$ cat config.mk
export PLATFORM = sky130hd
export DESIGN_NAME = vih_top
export DESIGN_NICKNAME = d
export VERILOG_FILES = /design/src/logic/vih_pkg.sv /design/src/logic/vih_arbiter.sv /design/src/logic/vih_top.sv
export SDC_FILE = /design/constraint.sdc
export NUM_CORES = 1
export LEC_CHECK = 0
export BUFFER_PORTS_ARGS = -buffer_cell sky130_fd_sc_hd__buf_2
export CAP_MARGIN = 10
export CELL_PAD_IN_SITES_DETAIL_PLACEMENT = 1
export CELL_PAD_IN_SITES_GLOBAL_PLACEMENT = 1
export CORE_UTILIZATION = 39
export CTS_CLUSTER_SIZE = 20
export DETAILED_ROUTE_END_ITERATION = 10
export PLACE_DENSITY = 0.76
export SYNTH_ARGS = -nofsm -noshare
export SYNTH_HDL_FRONTEND = slang
export SYNTH_SLANG_ARGS = --single-unit
$ cat constraint.sdc
create_clock -name SYS_CLK_IN -period 3 [get_ports SYS_CLK_IN]
set_input_delay 0.6 -clock SYS_CLK_IN [delete_from_list [all_inputs] [get_ports SYS_CLK_IN]]
set_output_delay 0.6 -clock SYS_CLK_IN [all_outputs]
set_load 0.005 [all_outputs]
$ cat src/logic/vih_pkg.sv
// Package of constants and types for the two-level vectored interrupt handler
//------------------------------------------------------------------------------
// Summary of operation
// - Seventeen flagged sources, each placed at low or high priority; reset is the eighteenth.
// - Pending flags set regardless of enable; disabled flags never request.
// - Enabled pending flag requests; long call issued at instruction end.
// - Routines end with return, resuming where the program left off.
// - Global enable bit seven of main enable gates every source.
// - Flags raised while globally disabled wait and are serviced later.
// - Vectoring clears only ext0, timer0, ext1, timer1 flags.
// - Flag still set after return requests again after one instruction.
// - Software setting a pending flag acts like a hardware event.
// - High priority preempts low routine; high routine is never preempted.
// - All sources reset to low; one priority bit per source.
// - Simultaneous requests: high priority serviced before low.
// - Equal priority ties go to the smaller fixed order number.
// - Vectors at 0x0003 plus eight per order; reset vector 0x0000.
// - Enable and priority bits map main, extended one, extended two.
// - Requests sampled and priority resolved every system clock.
// - Fastest response seven clocks: detect, finish, five-clock call.
// - After return one instruction runs; worst case nineteen clocks.
// - Equal or higher routine in service holds new request until return.
//------------------------------------------------------------------------------
package vih_pkg;

  // Sources with a pending flag (reset is the eighteenth source)
  localparam int NUM_SRC = 17;
  localparam int SRC_W   = 5;

  // Register addresses on the special-function register port
  localparam logic [7:0] ADDR_ENABLE_MAIN     = 8'ha8;
  localparam logic [7:0] ADDR_PRIORITY_MAIN   = 8'hb8;
  localparam logic [7:0] ADDR_ENABLE_EXT_ONE  = 8'he6;
  localparam logic [7:0] ADDR_ENABLE_EXT_TWO  = 8'he7;
  localparam logic [7:0] ADDR_PRIORITY_EXT_ONE = 8'hf6;
  localparam logic [7:0] ADDR_PRIORITY_EXT_TWO = 8'hf7;

  // Reset values
  localparam logic [7:0] RST_ENABLE_MAIN   = 8'h00;
  localparam logic [7:0] RST_PRIORITY_MAIN = 8'h80;
  localparam logic [7:0] RST_EXT_ONE       = 8'h00;
  localparam logic [1:0] RST_EXT_TWO       = 2'h0;

  // Field positions
  localparam int GLOBAL_EN_BIT = 7;
  localparam int MAIN_SRC_CNT  = 7;
  localparam int EXT1_SRC_CNT  = 8;
  localparam int EXT2_SRC_CNT  = 2;
  localparam int HW_CLR_CNT    = 4;

  // Vector layout
  localparam logic [15:0] RESET_VECTOR = 16'h0000;
  localparam logic [15:0] VECTOR_BASE  = 16'h0003;
  localparam int          VECTOR_SHIFT = 3;

  // Response timing in system clocks
  localparam int DETECT_CLKS       = 1;
  localparam int SINGLE_INSTR_CLKS = 1;
  localparam int LONG_CALL_CLKS        = 5;
  localparam int RETURN_FROM_ISR_CLKS         = 5;
  localparam int DIV_CLKS          = 8;
  localparam int MIN_RESPONSE_CLKS = DETECT_CLKS + SINGLE_INSTR_CLKS
                                     + LONG_CALL_CLKS;
  localparam int MAX_RESPONSE_CLKS = DETECT_CLKS + RETURN_FROM_ISR_CLKS + DIV_CLKS
                                     + LONG_CALL_CLKS;
  localparam logic [2:0] LONG_CALL_LAST = 3'(LONG_CALL_CLKS - 1);

  typedef enum logic [1:0] {ST_RUN, ST_CALL} vih_state_e;

  // Long call request handed to the core
  typedef struct packed {
    logic [15:0]      vector;
    logic [SRC_W-1:0] src;
    logic             high;
  } vih_call_s;

endpackage

$ cat src/logic/vih_arbiter.sv
// Fixed-order arbiter: lowest set index wins
module vih_arbiter #(
  parameter int N = 17,
  parameter int W = 5
) (
  input  wire logic [N-1:0] req_in,
  output logic              valid_out,
  output logic [W-1:0]      idx_out
);

  always_comb begin
    valid_out = 1'b0;
    idx_out   = '0;
    // Scan downward so the smallest order number is left standing
    for (int i = N - 1; i >= 0; i--) begin
      if (req_in[i]) begin
        valid_out = 1'b1;
        idx_out   = W'(i);
      end
    end
  end

endmodule

$ cat src/logic/vih_top.sv
// Two-level vectored interrupt handler: registers, arbitration, call control
module vih_top
  import vih_pkg::*;
(
  // Clock and reset
  input  wire logic                   SYS_CLK_IN,
  input  wire logic                   RST_N_IN,
  // Special-function register port
  input  wire logic [7:0]             SFR_ADDR_IN,
  input  wire logic                   SFR_WR_IN,
  input  wire logic                   SFR_RD_IN,
  input  wire logic [7:0]             SFR_WDATA_IN,
  output logic      [7:0]             SFR_RDATA_OUT,
  // Pending flag sources
  input  wire logic [NUM_SRC-1:0]     PEND_HW_SET_IN,
  input  wire logic [NUM_SRC-1:0]     PEND_SW_SET_IN,
  input  wire logic [NUM_SRC-1:0]     PEND_SW_CLR_IN,
  output logic      [NUM_SRC-1:0]     PEND_FLAGS_OUT,
  // Core sequencer
  input  wire logic                   INSTR_DONE_IN,
  input  wire logic                   RETURN_FROM_ISR_DONE_IN,
  output logic                        CALL_STB_OUT,
  output vih_pkg::vih_call_s          CALL_INFO_OUT,
  output logic                        CALL_BUSY_OUT,
  output logic      [1:0]             IN_SERVICE_OUT
);

  import vih_pkg::*;

  //----------------------------------------------------------------------------
  // Registers
  //----------------------------------------------------------------------------
  logic [7:0]         enable_main_reg;
  logic [6:0]         priority_main_reg;
  logic [7:0]         enable_ext_one_reg;
  logic [7:0]         priority_ext_one_reg;
  logic [1:0]         enable_ext_two_reg;
  logic [1:0]         priority_ext_two_reg;
  logic [NUM_SRC-1:0] pend_reg;
  logic [NUM_SRC-1:0] pend_next;
  logic               isv_hi_reg;
  logic               isv_lo_reg;
  logic               req_valid_reg;
  logic               req_high_reg;
  logic [SRC_W-1:0]   req_idx_reg;
  vih_state_e         state_reg;
  logic [2:0]         long_call_cnt_reg;
  vih_call_s          call_info_reg;
  logic               call_stb_reg;
  logic               call_busy_reg;
  logic [7:0]         rdata_reg;

  logic [NUM_SRC-1:0] en_vec;
  logic [NUM_SRC-1:0] prio_vec;
  logic               global_en;
  logic [NUM_SRC-1:0] hi_mask;
  logic [NUM_SRC-1:0] lo_mask;
  logic               hi_valid;
  logic               lo_valid;
  logic [SRC_W-1:0]   hi_idx;
  logic [SRC_W-1:0]   lo_idx;
  logic               decide;
  logic [NUM_SRC-1:0] hw_clr_mask;

  //----------------------------------------------------------------------------
  // Register writes
  //----------------------------------------------------------------------------
  always_ff @(posedge SYS_CLK_IN or negedge RST_N_IN) begin
    if (!RST_N_IN) begin
      enable_main_reg      <= RST_ENABLE_MAIN;
      priority_main_reg    <= RST_PRIORITY_MAIN[6:0];
      enable_ext_one_reg   <= RST_EXT_ONE;
      priority_ext_one_reg <= RST_EXT_ONE;
      enable_ext_two_reg   <= RST_EXT_TWO;
      priority_ext_two_reg <= RST_EXT_TWO;
    end else if (SFR_WR_IN) begin
      case (SFR_ADDR_IN)
        ADDR_ENABLE_MAIN:      enable_main_reg      <= SFR_WDATA_IN;
        ADDR_PRIORITY_MAIN:    priority_main_reg    <= SFR_WDATA_IN[6:0];
        ADDR_ENABLE_EXT_ONE:   enable_ext_one_reg   <= SFR_WDATA_IN;
        ADDR_PRIORITY_EXT_ONE: priority_ext_one_reg <= SFR_WDATA_IN;
        ADDR_ENABLE_EXT_TWO:   enable_ext_two_reg   <= SFR_WDATA_IN[1:0];
        ADDR_PRIORITY_EXT_TWO: priority_ext_two_reg <= SFR_WDATA_IN[1:0];
        default: ;
      endcase
    end
  end

  // Read data is registered; unmapped addresses and reserved bits read zero,
  // except the unused top bit of the main priority register, which reads one
  always_ff @(posedge SYS_CLK_IN or negedge RST_N_IN) begin
    if (!RST_N_IN) begin
      rdata_reg <= 8'h00;
    end else if (SFR_RD_IN) begin
      case (SFR_ADDR_IN)
        ADDR_ENABLE_MAIN:      rdata_reg <= enable_main_reg;
        ADDR_PRIORITY_MAIN:    rdata_reg <= {1'b1, priority_main_reg};
        ADDR_ENABLE_EXT_ONE:   rdata_reg <= enable_ext_one_reg;
        ADDR_PRIORITY_EXT_ONE: rdata_reg <= priority_ext_one_reg;
        ADDR_ENABLE_EXT_TWO:   rdata_reg <= {6'h00, enable_ext_two_reg};
        ADDR_PRIORITY_EXT_TWO: rdata_reg <= {6'h00, priority_ext_two_reg};
        default:               rdata_reg <= 8'h00;
      endcase
    end
  end

  //----------------------------------------------------------------------------
  // Request resolution
  //----------------------------------------------------------------------------
  assign en_vec    = {enable_ext_two_reg, enable_ext_one_reg,
                      enable_main_reg[MAIN_SRC_CNT-1:0]};
  assign prio_vec  = {priority_ext_two_reg, priority_ext_one_reg,
                      priority_main_reg};
  assign global_en = enable_main_reg[GLOBAL_EN_BIT];

  // Disabled or globally blocked flags stay set but never request
  assign hi_mask = pend_reg & en_vec & prio_vec
                   & {NUM_SRC{global_en && !isv_hi_reg}};
  assign lo_mask = pend_reg & en_vec & ~prio_vec
                   & {NUM_SRC{global_en && !isv_hi_reg && !isv_lo_reg}};

  vih_arbiter #(.N(NUM_SRC), .W(SRC_W)) u_arb_hi (
    .req_in    (hi_mask),
    .valid_out (hi_valid),
    .idx_out   (hi_idx)
  );

  vih_arbiter #(.N(NUM_SRC), .W(SRC_W)) u_arb_lo (
    .req_in    (lo_mask),
    .valid_out (lo_valid),
    .idx_out   (lo_idx)
  );

  // One detection cycle: the winner is sampled on every clock
  always_ff @(posedge SYS_CLK_IN or negedge RST_N_IN) begin
    if (!RST_N_IN) begin
      req_valid_reg <= 1'b0;
      req_high_reg  <= 1'b0;
      req_idx_reg   <= '0;
    end else begin
      req_valid_reg <= hi_valid || lo_valid;
      req_high_reg  <= hi_valid;
      req_idx_reg   <= hi_valid ? hi_idx : lo_idx;
    end
  end

  //----------------------------------------------------------------------------
  // Call sequencing
  //----------------------------------------------------------------------------
  // The boundary that ends a return never vectors, so the next instruction
  // always completes first even when a flag is still pending
  assign decide = INSTR_DONE_IN && !RETURN_FROM_ISR_DONE_IN && req_valid_reg
                  && (state_reg == ST_RUN);

  always_ff @(posedge SYS_CLK_IN or negedge RST_N_IN) begin
    if (!RST_N_IN) begin
      state_reg     <= ST_RUN;
      long_call_cnt_reg <= 3'h0;
    end else begin
      case (state_reg)
        ST_RUN: begin
          if (decide) begin
            state_reg     <= ST_CALL;
            long_call_cnt_reg <= 3'h0;
          end
        end
        ST_CALL: begin
          // Core is busy with the five-clock call; no new decision meanwhile
          if (long_call_cnt_reg == LONG_CALL_LAST) begin
            state_reg <= ST_RUN;
          end else begin
            long_call_cnt_reg <= long_call_cnt_reg + 3'h1;
          end
        end
        default: state_reg <= ST_RUN;
      endcase
    end
  end

  always_ff @(posedge SYS_CLK_IN or negedge RST_N_IN) begin
    if (!RST_N_IN) begin
      call_stb_reg  <= 1'b0;
      call_info_reg <= '{vector: RESET_VECTOR, src: '0, high: 1'b0};
    end else begin
      call_stb_reg <= decide;
      if (decide) begin
        call_info_reg.vector <= VECTOR_BASE
          + (16'(req_idx_reg) << VECTOR_SHIFT);
        call_info_reg.src    <= req_idx_reg;
        call_info_reg.high   <= req_high_reg;
      end
    end
  end

  // Busy flag kept in its own flop so the output carries no decode
  always_ff @(posedge SYS_CLK_IN or negedge RST_N_IN) begin
    if (!RST_N_IN) begin
      call_busy_reg <= 1'b0;
    end else if (decide) begin
      call_busy_reg <= 1'b1;
    end else if ((state_reg == ST_CALL)
                 && (long_call_cnt_reg == LONG_CALL_LAST)) begin
      call_busy_reg <= 1'b0;
    end
  end

  // In-service levels; a return retires the highest active one
  always_ff @(posedge SYS_CLK_IN or negedge RST_N_IN) begin
    if (!RST_N_IN) begin
      isv_hi_reg <= 1'b0;
      isv_lo_reg <= 1'b0;
    end else if (decide) begin
      if (req_high_reg) begin
        isv_hi_reg <= 1'b1;
      end else begin
        isv_lo_reg <= 1'b1;
      end
    end else if (RETURN_FROM_ISR_DONE_IN) begin
      if (isv_hi_reg) begin
        isv_hi_reg <= 1'b0;
      end else begin
        isv_lo_reg <= 1'b0;
      end
    end
  end

  //----------------------------------------------------------------------------
  // Pending flags
  //----------------------------------------------------------------------------
  always_comb begin
    hw_clr_mask = '0;
    if (decide && (req_idx_reg < SRC_W'(HW_CLR_CNT))) begin
      hw_clr_mask[req_idx_reg] = 1'b1;
    end
    // Any set beats any clear in the same cycle
    pend_next = (pend_reg & ~(hw_clr_mask | PEND_SW_CLR_IN))
                | PEND_HW_SET_IN | PEND_SW_SET_IN;
  end

  always_ff @(posedge SYS_CLK_IN or negedge RST_N_IN) begin
    if (!RST_N_IN) begin
      pend_reg <= '0;
    end else begin
      pend_reg <= pend_next;
    end
  end

  //----------------------------------------------------------------------------
  // Outputs
  //----------------------------------------------------------------------------
  assign SFR_RDATA_OUT  = rdata_reg;
  assign PEND_FLAGS_OUT = pend_reg;
  assign CALL_STB_OUT   = call_stb_reg;
  assign CALL_INFO_OUT  = call_info_reg;
  assign CALL_BUSY_OUT  = call_busy_reg;
  assign IN_SERVICE_OUT = {isv_hi_reg, isv_lo_reg};
endmodule

# Word level (Yosys, flattened, before mapping)
# Cells that the tools add are included.
# word_totals
mem_bits_rw	0
latch_bits	0
ff_bits	98
mem_count	0
elab_cells	164
output_inout_bits	51
romBits	0
# op_classes
n_div	0
shift	0
bitwise_logic	11
n_reduce_logical	26
n_mux	88
order_cmp	3
n_mul	0
n_eq_ne	14
addsub	2
# op_table
op	n
$mux 5	35
$and 17x17->17	6
$or 17x17->17	3
$eq 8x8->1 const B	6
$pmux 8 s6	1
$mux 1	44
$not 17->17	2
$mux 17	1
$reduce_and 2->1	8
$ne 2x2->1 const B	5
$add 2x8->9 const A	1
$logic_and 1x1->1	8
$lt 5x6->1 const B	1
$mux 3	2
$pmux 3 s2	1
$reduce_and 3->1	2
$reduce_bool 2->1	3
$demux 1 s5	1
$ge 5x1->1 const B	1
$lt 5x3->1 const B	1
$mux 2	2
$pmux 2 s2	1
$add 3x1->3 const B	1
$eq 3x3->1 const B	1
other kinds (5)	7

# Longest topological paths before layout
# Gate-level depths: netlist of the first run.
# logic_depth
ltp_word	22
depth_mapped	7

# Cells and area by module
# Synthesis of the first run repeated with hierarchy kept, for this count alone.
# hier_totals
hier_cells	440
area_unflattened_um2	4325.4
# modules_own_cells
mod	n_inst	seq_area_each_um2	cells_per_inst	area_each_um2
vih_top	1	2052.0	370	3945.0
vih_arbiter	2	0.0	35	190.2

# Least setup slack after synthesis of the first run
# Ideal clock, no wire load.
# synth_timing
kind	input-to-reg
start	input port SFR_ADDR_IN[0]
end	register enable_main_reg[0]
n_path_buf	2
arrival_time_ns	2.409
stages	6
setup_ns	0.125
slack_ns	0.466
required_ns	2.875
cell_sequence	buf_6 -> or4b_1 -> or3_1 -> buf_6 -> nor3b_4 -> mux2_2
# synth_via
elab_chain_len	2
# synth_rtl
element	line	text
from (decl)	vih_top.sv:9	input wire logic [7:0] SFR_ADDR_IN,
$eq 8x8->1	vih_top.sv:77	case (SFR_ADDR_IN)
$reduce_and 2->1 (no line)	-	
to (signal assigned)	vih_top.sv:70	enable_main_reg <= RST_ENABLE_MAIN;
to (signal assigned)	vih_top.sv:78	ADDR_ENABLE_MAIN: enable_main_reg <= SFR_WDATA_IN;
to (decl)	vih_top.sv:33	logic [7:0] enable_main_reg;
# Every way passes these cells.
# A chain may end at the register's enable or synchronous reset.

# Final worst setup path of the first run
# layout_timing
start	register enable_ext_one_reg[6]
end	register req_idx_reg[0]
# layout_via
elab_chain_len	18
word_cells_on_any_way	48
cone_classes	mux: 43; bitwise: 5
# layout_rtl
element	line	text
from (decl)	vih_top.sv:35	logic [7:0] enable_ext_one_reg;
from (signal assigned)	vih_top.sv:72	enable_ext_one_reg <= RST_EXT_ONE;
from (signal assigned)	vih_top.sv:80	ADDR_ENABLE_EXT_ONE: enable_ext_one_reg <= SFR_WDATA_IN;
$and 17x17->17 (2 in series)	vih_top.sv:117	assign hi_mask = pend_reg & en_vec & prio_vec
$and 17x17->17	vih_top.sv:118	& {NUM_SRC{global_en && !isv_hi_reg}};
$mux 1 (14 in series)	vih_arbiter.sv:16	if (req_in[i]) begin
via hi_valid	vih_top.sv:58	logic hi_valid;
$mux 5	vih_top.sv:143	req_idx_reg <= hi_valid ? hi_idx : lo_idx;
to (signal assigned)	vih_top.sv:143	
to (decl)	vih_top.sv:45	logic [SRC_W-1:0] req_idx_reg;
# The timed path passes the listed nets, and every way through them passes these cells.

==> impl_metrics.json, run 1 <==
{
  "drc": 0,
  "vias_per_cell": 5.46,
  "setup_viol": 0,
  "drtAntennaViolNets": 0,
  "synth_edf_count": 0,
  "synthTopCellsByArea": "dfrtp_1, mux2_2, o21ai_0, nand2_1, nor2_1",
  "vdd_drop_max_uv": 190,
  "drtIter0Drc": 130,
  "drtPass1Iterations": 4,
  "fin_area_mm2": 0.00506,
  "maxUsedRoutingLayer": "met4",
  "worst_pin_slew_ps": 1010,
  "placed_area_mm2": 0.00488,
  "synth_compound_area_share_pct": 13.7,
  "fin_setup_tns_ps": 0,
  "synthFlopType": "dfrtp_1",
  "crit_start": "enable_ext_one_reg[6]$_DFFE_PN0P_",
  "grt_max_degree": 83,
  "num_antenna_cells": 0,
  "netlist_top_cells_count": "dfrtp_1, nand2_1, mux2_2, nor2_1, inv_1",
  "ys_types": 51,
  "synth_top_cell_area_share_pct": 48.4,
  "num_rows": 37,
  "synth_fa_ha_area_share_pct": 0.590,
  "ys_warn_count": 0,
  "r2r_start": "enable_ext_one_reg[6]$_DFFE_PN0P_",
  "die-area_mm2": 0.0113,
  "via_count": 3703,
  "largest_register_ffs": 17,
  "cts_hold_buffers": 0,
  "core_area_mm2": 0.0104,
  "cap_viol_max_count": 0,
  "grt_pass1_wl_mm": 18.8,
  "power_density_mw_per_mm2": 456,
  "wl_met3_um": 543,
  "clkLatencyLatePin_ps": 380,
  "utilization_pct": 48.6,
  "antenna_found_initial": 0,
  "io_pins": 124,
  "portBuffers": 114,
  "synth_top_family_by_area": "simple AND/OR/NAND/NOR gates",
  "die_w_um": 106,
  "die_height_um": 106,
  "period_minus_slack_ps": 2480,
  "p_leak_nw": 2.55,
  "hp-class": "input port to flip-flop",
  "grt_usage_pct": 21.8,
  "area_growth_pct": 19.3,
  "wire_per_inst_um": 17.1,
  "synth_xor_area_share_pct": 0,
  "gp_congestion": 0.823,
  "synth_top_cell_by_area": "dfrtp_1",
  "fmax_mhz": 403,
  "cp-end-kind": "flip-flop",
  "synth_area_mm2": 0.00424,
  "syn_inst": 424,
  "syn_area_per_cell_um2": 10.0,
  "ys_async_sr_fraction_pct": 100,
  "cp-start-kind": "flip-flop",
  "slew_headroom_pct": 32.9,
  "pre_cts_slack_ps": 221,
  "htreeDepth": 3,
  "drt-met1-wl_mm": 4.98,
  "hpwl_mm": 9.13,
  "ys_seq_elements": 82,
  "rsz0062_at_grt": "false",
  "hp-start": "PEND_SW_CLR_IN[8]",
  "crit_type": "flip-flop to flip-flop",
  "num-nets-final": 612,
  "hold_violations": 0,
  "cp_max_fo": 4,
  "fin_worst_skew_ps": 19.8,
  "yosys.area_share.simple_pct": 18.5,
  "layoutNonFillerInstCount": 678,
  "post-cts-setup-buffers": 0,
  "ctsResizeCount": 0,
  "hold_depth": 2,
  "wirelength_mm": 11.6,
  "r2r_cells": 6,
  "yosys.cell_count.top_type": "dfrtp_1",
  "start_util_pct": 40.7,
  "placed_cells": 662,
  "cts.clk_slew.worst_paths_ps": 100,
  "met2_length_mm": 5.63,
  "setup_ws_ps": 520,
  "drive_gt1_share_pct": 32.7,
  "outcome": "completed",
  "clk_path_buf_depth": 2,
  "overflow": 0,
  "seq_area_frac_synth_pct": 48.4,
  "cts-root-buf": "clkbuf_8",
  "synth.area.mux_share_pct": 11.6,
  "crit_arrival_ps": 2750,
  "final-max-slew-violation-count": 0,
  "cts_tree": "yes",
  "grt_pass1_vias": 3808,
  "cts_sinks": 82,
  "finalCritPeriodShare_pct": 82.7,
  "worstPathRequired_ps": 3260,
  "cts_buffers": 9
}
[cell families (layout without fill, tap and decap cells)]
logic type               Yosys count  after routing
AND/OR/NAND/NOR                  147            147
adder cells (fa/ha/maj)            2              2
buffers and inverters             60            170
AO/OA/AOI/OAI                     87             87
multiplexers                      45             45
other                              1              9
flip-flops                        82             82
[area by class of cell]
class | instances | area [um2]
timing repair buffer | 119 | 611
clock inverter | 7 | 58.8
tap | 136 | 170
sequential | 82 | 2050
clock buffer | 9 | 124
fill | 1234 | 5350
inverter | 35 | 131
multi-input combinational | 290 | 1920
[power breakdown]
part	leakage (nW)	switching, mW	internal [mW]
combinational	1.41	0.165	0.141
clock	0.0921	0.442	0.313
sequential	1.05	0.0694	1.18
[final timing paths]
path / endpoint / slack (ps)
worst max-delay path: req_idx_reg[0]$_DFF_PN0_ / 520
worst min-delay path: PEND_FLAGS_OUT[8]$_DFF_PN0_ / 390
worst max register to register: req_idx_reg[0]$_DFF_PN0_ / 520
worst min register to register: isv_lo_reg$_DFFE_PN0P_ / 470
max in group asynchronous: priority_main_reg[1]$_DFFE_PN0P_ / 1980
min in group asynchronous: PEND_FLAGS_OUT[15]$_DFF_PN0_ / 410
[per-stage QoR]
stage	power, mW	hold WS, ps
detailed placement	1.58	459
CTS	2.33	389
global placement	1.56	453
global route	2.42	389
finish	2.31	392
floorplan	1.43	304
[placed cells by master (no fill, tap or decap), drive strengths merged, types with 5 or more instances in the layout]
cell,Yosys,routed
a21oi,14,14
a221oi,8,8
and3,10,10
buf,19,119
clkbuf,6,9
conb,1,9
dfrtp,82,82
inv,34,37
mux2,35,35
mux2i,10,10
nand2,36,36
nand3,20,20
nand3b,10,10
nand4,6,6
nor2,36,36
o21ai,28,28
o22ai,8,8
o31ai,5,5
[critical path, stage by stage, from the launching register on]
cell	delay, ps
dfrtp_1	410
and3_1	240
or4b_1	590
o41ai_2	530
and2_1	250
inv_1	90
o31ai_1	260
[layer usage]
metal / vias to the layer above / track usage [%]
met4: 0 / 11.4
met1: 1817 / 27.4
met2: 129 / 36.1
li1: 1729 / -
met5: - / 0
met3: 28 / 3.37
(Power assumes the default switching activity.)
==> inputs of run 2 (changes only) <==
--- a/config.mk
+++ b/config.mk
@@ -5,11 +5,12 @@
 export SDC_FILE = /design/constraint.sdc
 export NUM_CORES = 1
 export LEC_CHECK = 0
+export ABC_AREA = 1
 export BUFFER_PORTS_ARGS = -buffer_cell sky130_fd_sc_hd__buf_2
 export CAP_MARGIN = 10
 export CELL_PAD_IN_SITES_DETAIL_PLACEMENT = 1
 export CELL_PAD_IN_SITES_GLOBAL_PLACEMENT = 1
-export CORE_UTILIZATION = 39
+export CORE_UTILIZATION = 37
 export CTS_CLUSTER_SIZE = 20
 export DETAILED_ROUTE_END_ITERATION = 10
 export PLACE_DENSITY = 0.76
==> constraint.sdc (replaced) <==
create_clock -name SYS_CLK_IN -period 2.5 [get_ports SYS_CLK_IN]
set_input_delay 0.5 -clock SYS_CLK_IN [delete_from_list [all_inputs] [get_ports SYS_CLK_IN]]
set_output_delay 0.5 -clock SYS_CLK_IN [all_outputs]
set_load 0.005 [all_outputs]
==> run 2 against run 1 <==
  * Via count up 8.5%
  * Non-clock buffer count up 5
  * Clock skew down 12 ps
==> impl_metrics.json, run 2 <==
{
  "outcome": "completed",
  "r2r_start": "isv_hi_reg$_DFFE_PN0P_",
  "drive_gt1_share_pct": 23.2,
  "crit_type": "flip-flop to flip-flop",
  "die_w_um": 109,
  "finalCritPeriodShare_pct": 78.6,
  "fin_worst_skew_ps": 8.04,
  "portBuffers": 114,
  "rsz0062_at_grt": "false",
  "worstPathRequired_ps": 2790,
  "slew_headroom_pct": 60.6,
  "num_rows": 38,
  "ctsResizeCount": 0,
  "antenna_found_initial": 0,
  "placed_cells": 795,
  "fin_area_mm2": 0.00520,
  "post-cts-setup-buffers": 0,
  "p_switching_uw": 956,
  "io_pins": 124,
  "worst_pin_slew_ps": 592,
  "num-nets-final": 741,
  "wirelength_mm": 12.6,
  "start_util_pct": 38.3,
  "grt_usage_pct": 23.4,
  "multi_input_area_mm2": 0.00171,
  "utilization_pct": 47.4,
  "htreeDepth": 3,
  "synth_top_cell_area_share_pct": 48.8,
  "yosys.cell_count.top_type": "nand2_1",
  "power_density_mw_per_mm2": 637,
  "layout.area.seq_mm2": 0.00205,
  "cts_buffers": 9,
  "pre_cts_slack_ps": 456,
  "seq_power_share_pct": 47.0,
  "period_minus_slack_ps": 1960,
  "layout_commonest_cell": "nand2_1",
  "area_growth_pct": 23.7,
  "final_cell_mix": "nand2_1, buf_2, inv_1",
  "cts.clk_slew.worst_paths_ps": 70,
  "cts_hold_buffers": 0,
  "netlist_top_cells_count": "nand2_1, inv_1, dfrtp_1",
  "cts_tree": "yes",
  "vias_per_cell": 4.95,
  "seq_area_frac_synth_pct": 48.8,
  "setup_viol": 0,
  "cp-end-kind": "flip-flop",
  "grt_max_degree": 45,
  "ys_warn_count": 0,
  "num_antenna_cells": 0,
  "drc": 0,
  "gp_congestion": 0.921,
  "clk_path_buf_depth": 2,
  "switching_share_pct": 28.8,
  "cp-start-kind": "flip-flop",
  "pwr-share-clk_pct": 38.1,
  "die-area_mm2": 0.0118,
  "cts-root-buf": "clkbuf_16",
  "hpwl_mm": 10.2,
  "cts_sinks": 82,
  "ys_async_sr_fraction_pct": 100,
  "power.internal_mw": 2.36,
  "drtAntennaViolNets": 0,
  "die_height_um": 109,
  "cp_max_fo": 10,
  "clkLatencyLatePin_ps": 340,
  "ys_seq_elements": 82,
  "fin_setup_tns_ps": 0,
  "hp-class": "input port to asynchronous set/reset pin",
  "setup_ws_ps": 535,
  "drtPass1Iterations": 4,
  "synthFlopType": "dfrtp_1",
  "p_leak_nw": 2.80,
  "wire_per_inst_um": 15.6,
  "core_area_mm2": 0.0110,
  "ys_types": 40,
  "fill_cells": 1422,
  "cap_viol_max_count": 0,
  "grt_pass1_vias": 4283,
  "synth_top_cell_by_area": "dfrtp_1",
  "synth_area_mm2": 0.00421,
  "totalPowerFinal_mw": 3.31,
  "via_count": 4017,
  "synth_edf_count": 0,
  "crit_arrival_ps": 2250,
  "fmax_mhz": 509,
  "placed_area_mm2": 0.00492,
  "hold_violations": 0,
  "final-max-slew-violation-count": 0,
  "vdd_drop_max_uv": 384,
  "syn_inst": 546,
  "p_comb_share_pct": 14.9,
  "drtIter0Drc": 178,
  "grt_pass1_wl_mm": 20.7,
  "whs_ps": 160,
  "overflow": 0,
  "largest_register_ffs": 17,
  "syn_area_per_cell_um2": 7.71,
  "crit_start": "isv_hi_reg$_DFFE_PN0P_",
  "synthTopCellsByArea": "dfrtp_1, nand2_1, inv_1, o21ai_0, nor2_1",
  "layoutNonFillerInstCount": 811
}
run 2: cell count changes in the layout (fill, tap and decap cells not counted), moves of 12 or more:
cell,change
o21ai_0,+25
nor3_1,+14
nor2_1,+12
mux2_2,-33
nand2_1,+118
inv_1,+50
run 2: routing by layer:
layer | track usage [%] | share of wire (%) | routed length, um | vias to the layer above
met1 | 28.8 | 43 | 5480 | 1936
met3 | 3.65 | 4.1 | 514 | 13
met5 | 0 | 0 | 0 | -
li1 | - | - | - | 1965
met4 | 7.63 | 1.2 | 148 | 0
met2 | 41.6 | 51 | 6500 | 103
run 2: path summary, 6_finish.rpt:
path	slack, ps	end	cells past startpoint
max	540	req_idx_reg[0]$_DFF_PN0_	17
min	160	long_call_cnt_reg[2]$_DFFE_PN0P_	1
max reg2reg	540	req_idx_reg[0]$_DFF_PN0_	17
min reg2reg	470	isv_lo_reg$_DFFE_PN0P_	1
max in group asynchronous	1710	PEND_FLAGS_OUT[5]$_DFF_PN0_	2
min in group SYS_CLK_IN	340	PEND_FLAGS_OUT[10]$_DFF_PN0_	2
run 2: final cells by class:
| class | count | area share, % |
|---|---|---|
| Sequential cell | 82 | 39.4 |
| Tap cell | 140 | 3.37 |
| Multi-Input combinational cell | 363 | 32.8 |
| Inverter | 86 | 6.30 |
| Clock buffer | 10 | 4.59 |
| Clock inverter | 6 | 0.818 |
| Timing Repair Buffer | 124 | 12.7 |
run 2: power groups by stage:
stage / clock, mW / sequential, mW / combinational [mW]
after floorplan: 0 / 1.56 / 0.294
after global placement: 0 / 1.57 / 0.475
after detailed placement: 0 / 1.58 / 0.501
after CTS: 1.29 / 1.56 / 0.504
after global routing: 1.34 / 1.58 / 0.580
final: 1.26 / 1.56 / 0.494
run 2: critical path, cell delays in order (launching register included):
cell,delay [ps]
dfrtp_1,390
inv_1,110
nand2_4,120
nor2_4,220
inv_2,130
nor3_1,280
inv_1,80
nand2_1,70
nand2_1,50
nand2_1,50
nand2_1,50
nand2_1,60
nand2_1,50
nand2_1,50
nand2_1,50
nand2_1,50
nand2_1,50
nand2_1,50
run 2: kinds of logic (layout without fill, tap and decap cells):
family                   after synthesis  count (layout)  share of synthesized area (%)
buffers and inverters                109             226                           11.4
other                                  1               9                         0.0891
multiplexers                           2               2                          0.535
AND/OR/NAND/NOR                      261             261                           26.2
flip-flops                            82              82                           48.8
AO/OA/AOI/OAI                         89              89                           12.4
adder cells (fa/ha/maj)                2               2                          0.595
